[src/design/wfd_cfg.svh]
// wake frame detector register offsets, field positions, reset values and counts
`ifndef WFD_CFG_SVH
`define WFD_CFG_SVH

// ----------------------------------------
// register offsets
// ----------------------------------------
`define WFD_OFS_IRQ2 16'h0013
`define WFD_OFS_CFG 16'h04a0
`define WFD_OFS_STAT 16'h04a1

// ----------------------------------------
// wake_receive_config fields
// ----------------------------------------
`define WFD_CFG_EN 0
`define WFD_CFG_PW_EN 1
`define WFD_CFG_PAT_EN 2
`define WFD_CFG_PIN_EN 4
`define WFD_CFG_PIN_LVL 5
`define WFD_CFG_MASK 16'h0037
`define WFD_CFG_RST 16'h0000

// ----------------------------------------
// wake_receive_status fields
// ----------------------------------------
`define WFD_ST_MAGIC 0
`define WFD_ST_MAGIC_PW 1
`define WFD_ST_PAT 2
`define WFD_ST_CRC_BAD 3

// ----------------------------------------
// wake_irq_status_two fields
// ----------------------------------------
`define WFD_IRQ_EN 0
`define WFD_IRQ_FLAG 8
`define WFD_IRQ_RST 1'b0

// ----------------------------------------
// sequence counts and timing
// ----------------------------------------
`define WFD_SYNC_LEN 3'h6
`define WFD_LAST_BYTE 3'h5
`define WFD_LAST_REP 4'hf
`define WFD_HDR_LEN 7'h06
`define WFD_PAT_LEN 7'h40
`define WFD_POS_MAX 7'h7f
`define WFD_SYNC_BYTE 8'hff
`define WFD_PULSE_NS 320
`define WFD_CLK_NS 40
`define WFD_PULSE_CYC 4'((`WFD_PULSE_NS + `WFD_CLK_NS - 1) / `WFD_CLK_NS)

`endif

[src/design/wfd_pkg.sv]
// wake frame detector types
package wfd_pkg;

  typedef enum logic [1:0] {
    S_SYNC,
    S_ADDR,
    S_PASS,
    S_DONE
  } wfd_state_t;

  typedef struct packed {
    logic [15:0] cfg;
    logic [3:0] stat;
    logic irq_en;
    logic irq_flag;
    wfd_state_t fsm;
    logic [2:0] scnt;
    logic [2:0] bidx;
    logic [3:0] rep;
    logic [6:0] pos;
    logic own_miss;
    logic bc_miss;
    logic pat_miss;
    logic pin;
    logic [3:0] pcnt;
    logic [15:0] rdata;
  } wfd_regs_t;

endpackage

[src/design/wfd_wake_frame_detector.sv]
// wake frame detector: scans received bytes for wake frames and signals a wake event
//
// Behaviour
// - when enabled, scan every frame addressed to this node for the wake sequence.
// - wake sequence destination must be own station address or broadcast.
// - wake sequence is own 6-byte address sent 16 times back to back.
// - with password enabled, the 6-byte password must follow the repetitions directly.
// - six bytes of ff must directly precede the address repetitions.
// - sync stream and sequence may start at any byte of the frame.
// - a qualifying frame raises a pin pulse, a pin level or an interrupt flag.
// - frames with a bad crc never raise a wake event.
// - detection works on bytes, so every line speed is covered.
// - three wake types: plain sequence, sequence with password, custom pattern.
// - custom pattern compares the first 64 frame bytes under a byte mask.
// - software sets detection through the receive configuration register.
// - receive status register reports which wake condition occurred.
// - irq enable and wake irq flag live in the second interrupt status register.
`timescale 1ns/10ps
`default_nettype none
`include "wfd_cfg.svh"

module wfd_wake_frame_detector
  import wfd_pkg::*;
(
  // clock and reset
  input wire logic clk_sys_i,
  input wire logic srst_i,
  // receive byte stream
  input wire logic rx_byte_vld_i,
  input wire logic [7:0] rx_byte_i,
  input wire logic rx_end_i,
  input wire logic rx_crc_ok_i,
  // identity and match values
  input wire logic [47:0] station_addr_i,
  input wire logic [47:0] password_i,
  input wire logic [511:0] pattern_i,
  input wire logic [63:0] pattern_mask_i,
  // register access
  input wire logic [15:0] reg_addr_i,
  input wire logic reg_wr_i,
  input wire logic reg_rd_i,
  input wire logic [15:0] reg_wdata_i,
  output logic [15:0] reg_rdata_o,
  // wake indications
  output logic wake_pin_o,
  output logic wake_irq_o
);

  // ----------------------------------------
  // byte views of the match values
  // ----------------------------------------
  logic [7:0] sa_b [6];
  logic [7:0] pw_b [6];
  logic [7:0] pat_b [64];

  genvar gi;
  generate
    for (gi = 0; gi < 64; gi++) begin : g_bytes
      assign pat_b[gi] = pattern_i[511 - 8 * gi -: 8];
      if (gi < 6) begin : g_addr
        assign sa_b[gi] = station_addr_i[47 - 8 * gi -: 8];
        assign pw_b[gi] = password_i[47 - 8 * gi -: 8];
      end
    end
  endgenerate

  // ----------------------------------------
  // state
  // ----------------------------------------
  wfd_regs_t q;
  wfd_regs_t n;
  logic wake_ev;
  logic hit_magic;
  logic hit_pat;
  logic is_ff;

  assign is_ff = (rx_byte_i == `WFD_SYNC_BYTE);
  assign hit_magic = q.cfg[`WFD_CFG_EN] && (q.fsm == S_DONE) && (q.pos >= `WFD_HDR_LEN)
                     && (!q.own_miss || !q.bc_miss);
  assign hit_pat = q.cfg[`WFD_CFG_PAT_EN] && !q.pat_miss && (q.pos >= `WFD_PAT_LEN);
  assign wake_ev = rx_end_i && rx_crc_ok_i && (hit_magic || hit_pat);

  always_comb begin
    n = q;

    // ----------------------------------------
    // register access; clears come first so events win
    // ----------------------------------------
    if (reg_rd_i) begin
      case (reg_addr_i)
        `WFD_OFS_CFG: n.rdata = q.cfg;
        `WFD_OFS_STAT: begin
          n.rdata = {12'h000, q.stat};
          n.stat = 4'h0;
          if (q.cfg[`WFD_CFG_PIN_LVL]) begin
            n.pin = 1'b0;
          end
        end
        `WFD_OFS_IRQ2: begin
          n.rdata = 16'h0000;
          n.rdata[`WFD_IRQ_EN] = q.irq_en;
          n.rdata[`WFD_IRQ_FLAG] = q.irq_flag;
          n.irq_flag = 1'b0;
        end
        default: n.rdata = 16'h0000;
      endcase
    end
    if (reg_wr_i) begin
      case (reg_addr_i)
        `WFD_OFS_CFG: n.cfg = reg_wdata_i & `WFD_CFG_MASK;
        `WFD_OFS_IRQ2: n.irq_en = reg_wdata_i[`WFD_IRQ_EN];
        default: ;
      endcase
    end

    // ----------------------------------------
    // per-byte scan, independent of line speed
    // ----------------------------------------
    if (rx_byte_vld_i && !rx_end_i) begin
      if (q.pos != `WFD_POS_MAX) begin
        n.pos = q.pos + 7'h01;
      end
      if (q.pos < `WFD_HDR_LEN) begin
        if (rx_byte_i != sa_b[q.pos[2:0]]) begin
          n.own_miss = 1'b1;
        end
        if (!is_ff) begin
          n.bc_miss = 1'b1;
        end
      end
      if ((q.pos < `WFD_PAT_LEN) && pattern_mask_i[q.pos[5:0]]
          && (rx_byte_i != pat_b[q.pos[5:0]])) begin
        n.pat_miss = 1'b1;
      end
      if (q.cfg[`WFD_CFG_EN]) begin
        case (q.fsm)
          S_SYNC: begin
            if (is_ff) begin
              if (q.scnt != `WFD_SYNC_LEN) begin
                n.scnt = q.scnt + 3'h1;
              end
            end else if ((q.scnt == `WFD_SYNC_LEN) && (rx_byte_i == sa_b[0])) begin
              n.fsm = S_ADDR;
              n.bidx = 3'h1;
              n.rep = 4'h0;
            end else begin
              n.scnt = 3'h0;
            end
          end
          S_ADDR: begin
            if (rx_byte_i == sa_b[q.bidx]) begin
              if (q.bidx == `WFD_LAST_BYTE) begin
                n.bidx = 3'h0;
                if (q.rep == `WFD_LAST_REP) begin
                  n.fsm = q.cfg[`WFD_CFG_PW_EN] ? S_PASS : S_DONE;
                end else begin
                  n.rep = q.rep + 4'h1;
                end
              end else begin
                n.bidx = q.bidx + 3'h1;
              end
            end else begin
              n.fsm = S_SYNC;
              n.scnt = is_ff ? 3'h1 : 3'h0;
            end
          end
          S_PASS: begin
            if (rx_byte_i == pw_b[q.bidx]) begin
              if (q.bidx == `WFD_LAST_BYTE) begin
                n.fsm = S_DONE;
              end else begin
                n.bidx = q.bidx + 3'h1;
              end
            end else begin
              n.fsm = S_SYNC;
              n.scnt = is_ff ? 3'h1 : 3'h0;
            end
          end
          S_DONE: ;
          default: n.fsm = S_SYNC;
        endcase
      end
    end

    // ----------------------------------------
    // frame end decision
    // ----------------------------------------
    if (rx_end_i) begin
      if (rx_crc_ok_i) begin
        if (hit_magic) begin
          if (q.cfg[`WFD_CFG_PW_EN]) begin
            n.stat[`WFD_ST_MAGIC_PW] = 1'b1;
          end else begin
            n.stat[`WFD_ST_MAGIC] = 1'b1;
          end
        end
        if (hit_pat) begin
          n.stat[`WFD_ST_PAT] = 1'b1;
        end
      end else if (hit_magic || hit_pat) begin
        n.stat[`WFD_ST_CRC_BAD] = 1'b1;
      end
      n.fsm = S_SYNC;
      n.scnt = 3'h0;
      n.bidx = 3'h0;
      n.rep = 4'h0;
      n.pos = 7'h00;
      n.own_miss = 1'b0;
      n.bc_miss = 1'b0;
      n.pat_miss = 1'b0;
    end

    // ----------------------------------------
    // wake indications
    // ----------------------------------------
    if (q.pcnt != 4'h0) begin
      n.pcnt = q.pcnt - 4'h1;
    end
    if (wake_ev) begin
      n.irq_flag = 1'b1;
      if (q.cfg[`WFD_CFG_PIN_EN]) begin
        if (q.cfg[`WFD_CFG_PIN_LVL]) begin
          n.pin = 1'b1;
        end else begin
          n.pcnt = `WFD_PULSE_CYC;
        end
      end
    end
    if (!q.cfg[`WFD_CFG_PIN_LVL]) begin
      n.pin = (n.pcnt != 4'h0);
    end
  end

  always_ff @(posedge clk_sys_i) begin
    if (srst_i) begin
      q <= '0;
      q.cfg <= `WFD_CFG_RST;
      q.irq_en <= `WFD_IRQ_RST;
    end else begin
      q <= n;
    end
  end

  assign reg_rdata_o = q.rdata;
  assign wake_pin_o = q.pin;
  assign wake_irq_o = q.irq_flag && q.irq_en;
endmodule
`default_nettype wire

[config.mk]
export PLATFORM = sky130hd
export DESIGN_NAME = wfd_wake_frame_detector
export DESIGN_NICKNAME = d
export VERILOG_FILES = /design/src/design/wfd_pkg.sv /design/src/design/wfd_wake_frame_detector.sv
export VERILOG_INCLUDE_DIRS = /design/src /design/src/design
export SDC_FILE = /design/constraint.sdc
export NUM_CORES = 1
export LEC_CHECK = 0
export ABC_AREA = 1
export BUFFER_PORTS_ARGS = -buffer_cell sky130_fd_sc_hd__buf_4
export CAP_MARGIN = 40
export CORE_AREA = 2 2 290 292
export DETAILED_ROUTE_END_ITERATION = 10
export DIE_AREA = 0 0 292 294
export PLACE_DENSITY = 0.34
export SLEW_MARGIN = 0
export SYNTH_ARGS = -nofsm -noshare
export SYNTH_HDL_FRONTEND = slang
export SYNTH_SLANG_ARGS = --single-unit
[constraint.sdc]
create_clock -name clk_sys_i -period 2.2 [get_ports clk_sys_i]
set_clock_uncertainty 0.05 [all_clocks]
set_input_delay 0.66 -clock clk_sys_i [delete_from_list [all_inputs] [get_ports clk_sys_i]]
set_output_delay 0.66 -clock clk_sys_i [all_outputs]
set_load 0.02 [all_outputs]
# After elaboration in Yosys (flattened, before gate mapping)
# Index checks and enable logic that the tools add are counted.
# classes
reduce_logical	37
eq_ne	31
bitwise_logic	4
add_sub_neg	5
n_mux	61
order_cmp	8
# ops
operator	n
$bmux W8 S3	3
$mux W8	8
$bmux W8 S6	1
$eq A16 B11 Y1 const B	2
$mux W4	7
$mux W3	9
$pmux W9 S3	1
$eq A8 B8 Y1	3
$pmux W8 S3	1
$reduce_and A8 Y1	3
$mux W7	3
$ne A2 B2 Y1 const B	9
$ne A3 B3 Y1 const B	6
$eq A16 B5 Y1 const B	1
$mux W1	16
$mux W2	8
$ne A8 B8 Y1	2
$ge A7 B7 Y1 const B	2
$logic_and A1 B1 Y1	12
$mux W5	2
$reduce_and A2 Y1	5
$eq A8 B8 Y1 const B	1
$ge A4 B4 Y1 const B	2
$not A3 Y4	2
26 further kinds	37
# word_totals
reg_bits	54
out_inout_bits	18
wordCells	161

# Longest topological paths before layout
# depth
word_depth	9
depth_mapped	21

# Least setup slack after synthesis
# No wires, ideal clock.
# synth_timing
path_kind	input port to flip-flop
from	input rx_byte_i[7]
to	register q[36] (netlist name)
cell_stages	11
path_buffers	1
arrival_time_ns	2.006
setup_time_ns	0.113
path_slack_ns	0.031
path_cell_list	clkbuf_1 > nand4_1 > nor4_1 > o21ai_1 > nand2_1 > nor2_1 > a21boi_2 > nand2_2 > clkinv_1 > nor2_1 > nor2_1
# synth_via
elab_chain_cells	4
elab_cells_between_ends	10
cone_classes	8 x eq/ne; 2 x reduce/logical
# synth_rtl
item	line_no	source
start: declaration	wfd_wake_frame_detector.sv:30	input wire logic [7:0] rx_byte_i,
$eq A8 B8 Y1	wfd_wake_frame_detector.sv:142	end else if ((q.scnt == `WFD_SYNC_LEN) && (rx_byte_i == sa_b[0])) begin
$logic_and A1 B1 Y1	wfd_wake_frame_detector.sv:142	
$ne A2 B2 Y1 (no source line)	-	
$reduce_and A8 Y1 (no source line) *	-	
end signal: assignment	wfd_wake_frame_detector.sv:240	q <= n;
end: declaration	wfd_wake_frame_detector.sv:70	wfd_regs_t q;
# Mark *: on every way between the ends. The rest lies on a longest branch, timed or not.
# A chain may end at the register's enable or synchronous reset.

# Worst setup path after layout
# layout_timing
from	register q[24] (netlist name)
to	register q[21] (netlist name)
# layout_via
elab_chain_cells	7
elab_cells_between_ends	11
cone_classes	1 x order compare; 1 x eq/ne; 5 x mux; 1 x bitwise; 3 x reduce/logical
# layout_rtl
item	line_no	source
$not A6 Y7 (not written as such)	wfd_wake_frame_detector.sv:132	&& (rx_byte_i != pat_b[q.pos[5:0]])) begin
$bmux W8 S6	wfd_wake_frame_detector.sv:132	
$mux W8 (not written as such) (2 in a row)	wfd_wake_frame_detector.sv:132	
$ne A8 B8 Y1	wfd_wake_frame_detector.sv:132	
$logic_and A1 B1 Y1 *	wfd_wake_frame_detector.sv:131	if ((q.pos < `WFD_PAT_LEN) && pattern_mask_i[q.pos[5:0]]
$reduce_and A2 Y1 (no source line) *	-	
# Mark *: on every way between the ends. The rest lies on a longest branch, timed or not. The select of a mux whose other input is x is not followed.

==> run_results.csv <==
group,metric,value,unit
status,status,"finished, violations left",
status,failed_checks,"setup timing",
critical_path,end_kind,"register",
cells_and_area,final_util,24.9,%
critical_path,cp.arrival,2.46,ns
cells_and_area,drive_above_1_share,41.5,%
route,detail_route.wl_per_cell,22.1,um
clock_network,cts_num_sinks,45,
cells_and_area,layout_common_cells,"buf_4 (887), nand2_1 (649), nor2_1 (304)",
critical_path,path_class,"reg -> reg",
floorplan,die_w,292,um
synth,yosysTopAreaCell,"nand2_1",
route,drt-total-wl,90000,um
floorplan,die_y,294,um
floorplan,die_area,85800,um2
timing,finalSetupViolCount,10,
clock_network,cts_buffers,5,
timing,clock.fmax,0.429,GHz
pwr,power_density,242,nW/um2
pwr,switching_share,39.2,%
clock_network,cts_tree,"done",
floorplan,initial_utilization,12.7,%
timing,final_hold_viol_count,0,
timing,worst_slack,-0.131,ns
pwr,p_int,3.03,mW
placement,gp_congestion,0.889,
timing,timing.final.crit_period,2.33,ns
global_routing,grt_first_pass_wirelength,124000,um
pwr,p_leak,10.0,nW
placement,hpwl,74200,um
cells_and_area,layout.nets,3710,
synth,async_flop_share,0,%
critical_path,crit_required,2.33,ns
global_routing,antenna_found_initial,28,
synth,synth_flop_cell,"dfxtp_1",
clock_network,clk_latency,0.30,ns
route,drcViolationCount,0,
run,maxCapViolations,0,
synth,yosys-top-cells-area,"nand2_1 (25%), nand3_1 (13%), nor2_1 (12%)",
route,avgViaCountPerCell,4.21,
route,drtIter0Drc,840,
global_routing,overflow,0,
floorplan,io_pins,737,
timing,fin_crit_sh,106,%
cells_and_area,areaGrowthSynthToFinish,96.1,%
synth,yosysTopAreaCellShare,24.9,%
pwr,netSwitchingPower,1.95,mW
critical_path,start_kind,"register",
synth,synth-seq-area-share,8.58,%
critical_path,slowest_delay,0.39,ns
synth,syn_avg_cell_area,4.88,um2
global_routing,grt_pass1_vias,17300,
clock_network,cts_root_buf,"clkbuf_16",
critical_path,slowest_stage,"dfxtp_4",
pwr,vdd_drop_max,0.252,mV
clock_network,clock_path_buffers,2,
floorplan,std_cell_rows,106,
route,firstDrtPassIters,5,
global_routing,grt_max_degree,34,
synth,ys_types,40,
critical_path,crit_top_cell,"nand2_1",
critical_path,cpLargestDelayFamily,"simple AND/OR/NAND/NOR gates",
timing,rsz0062_at_grt,"yes",
placement,port_buffers,716,
clock_network,clk_pin_slew_worst_paths,0.06,ns
cells_and_area,mostFrequentLayoutCell,"buf_4",
critical_path,critPathMaxFanout,8,
clock_network,htreeDepth,2,
route,num_vias,17100,
synth,ys.warnings.count,0,
floorplan,fp.coreArea,82900,um2
critical_path,path_cells,"buf_12 > clkinv_16 > buf_8 > buf_12 > nand2_1 > nand3_1 > nand3_2 > buf_6 > nand3_1 > nand2_2 > nand3_4 > nand2_1 > nand2_1 > nand2_1 > nand2_1 > nor2_1 > nand2_1 > nand2_1 > a21oi_1",
timing,whs,0.409,ns
worst_hold_path,min_path_type,"reg -> reg",
pwr,p_seq_share,17.6,%
synth,netlist_instances,2153,
synth,synth_edf_count,0,
synth,synth-seq-cells,45,
synth,synth_area,10500,um2
global_routing,grt_util_all_layers,20.0,%
pwr,p_clk_share,15.9,%
critical_path,path_buf_inv,5,
pwr,p_comb_share,66.5,%
timing,drv_slew,0,
route,ant_nets,0,
pwr,total_power,4.98,mW
[metrics by stage]
step                      TNS (ns)  cells  setup WS [ns]  cell area, um2
after floorplan                  0   2161         0.0309           10500
after global placement       -4.53   4009         -0.377           18500
after detailed placement     -4.35   4009         -0.355           18500
after CTS                   -0.782   4050         -0.117           20000
after global routing         -2.81   4066         -0.263           20600
final                       -0.626   4068         -0.131           20600
[kinds of logic (layout without fill, tap and decap cells)]
family                     after synthesis  in the layout  share of synthesized area, %
and+or+nand+nor                       1358           1358                          52.9
AOI/OAI and AO/OA                      376            376                          19.8
buffers and inverters                  330           1147                          14.7
DFF                                     45             45                          8.58
xor gates and xnor gates                30             30                          2.50
adders and majority gates               13             13                          1.55
other                                    1             19                        0.0357
[power by group through the flow]
stage               Combinational, mW  Sequential (mW)  Clock (mW)
floorplan                        1.18            0.901           0
global placement                 2.93            0.897           0
detailed placement               2.93            0.897           0
CTS                              3.25            0.875       0.833
global route                     3.62            0.879       0.861
finish                           3.31            0.875       0.792
[flip-flops by register name, indices dropped and copies added (netlist names)]
| name | count |
|---|---|
| wake_pin_o | 1 |
| reg_rdata_o | 7 |
| q | 37 |
[synth_stat cells (31+ instances only)]
library cell,n
nand2_1,698
nor2_1,344
nand3_1,264
o21ai_0,189
inv_1,150
a21oi_1,78
buf_2,76
dfxtp_1,45
o211ai_1,45
clkbuf_1,39
buf_4,33
o21ai_1,31
[worst register-to-register path: cells and delay by family, from the launching register on]
kind	cells	cell delay (ns)
AO/OA/AOI/OAI	1	0.06
flip-flops	1	0.39
AND/OR/NAND/NOR	13	1.02
buffers and inverters	5	0.69
[timing repair]
item / 4_1_cts / 5_1_grt
setup endpoints to repair: 14 / 23
pin swaps: 71 / 98
hold buffers: 0 / 0
gates resized for setup: 220 / 162
gates cloned: 15 / 2
buffers inserted: 22 / 10
[metal layers]
layer,vias to the layer above,GRT usage [%],part of all wire [%]
li1,8597,-,-
met1,7907,23.1,40
met2,527,38.0,52
met3,76,4.33,5.8
met4,16,3.02,1.3
met5,-,0,0.12
[worst paths after layout]
kind	startpoint	to	slack, ns	depth (start not counted)
max	q[24]	q[21]	-0.13	19
min	q[23]	q[23]	0.41	2
max reg2reg	q[24]	q[21]	-0.13	19
min reg2reg	q[23]	q[23]	0.41	2
[final cells by class]
| class | instances | area, um2 |
|---|---|---|
| tap | 1080 | 1350 |
| timing repair buffer | 980 | 8430 |
| multi-input combinational | 1786 | 9080 |
| inverter | 159 | 632 |
| clock buffer | 7 | 143 |
| fill | 9667 | 62300 |
| sequential | 45 | 917 |
| timing repair inverter | 1 | 20.0 |
| antenna | 10 | 25.0 |
Note: power is estimated with default switching activity, not from simulation.
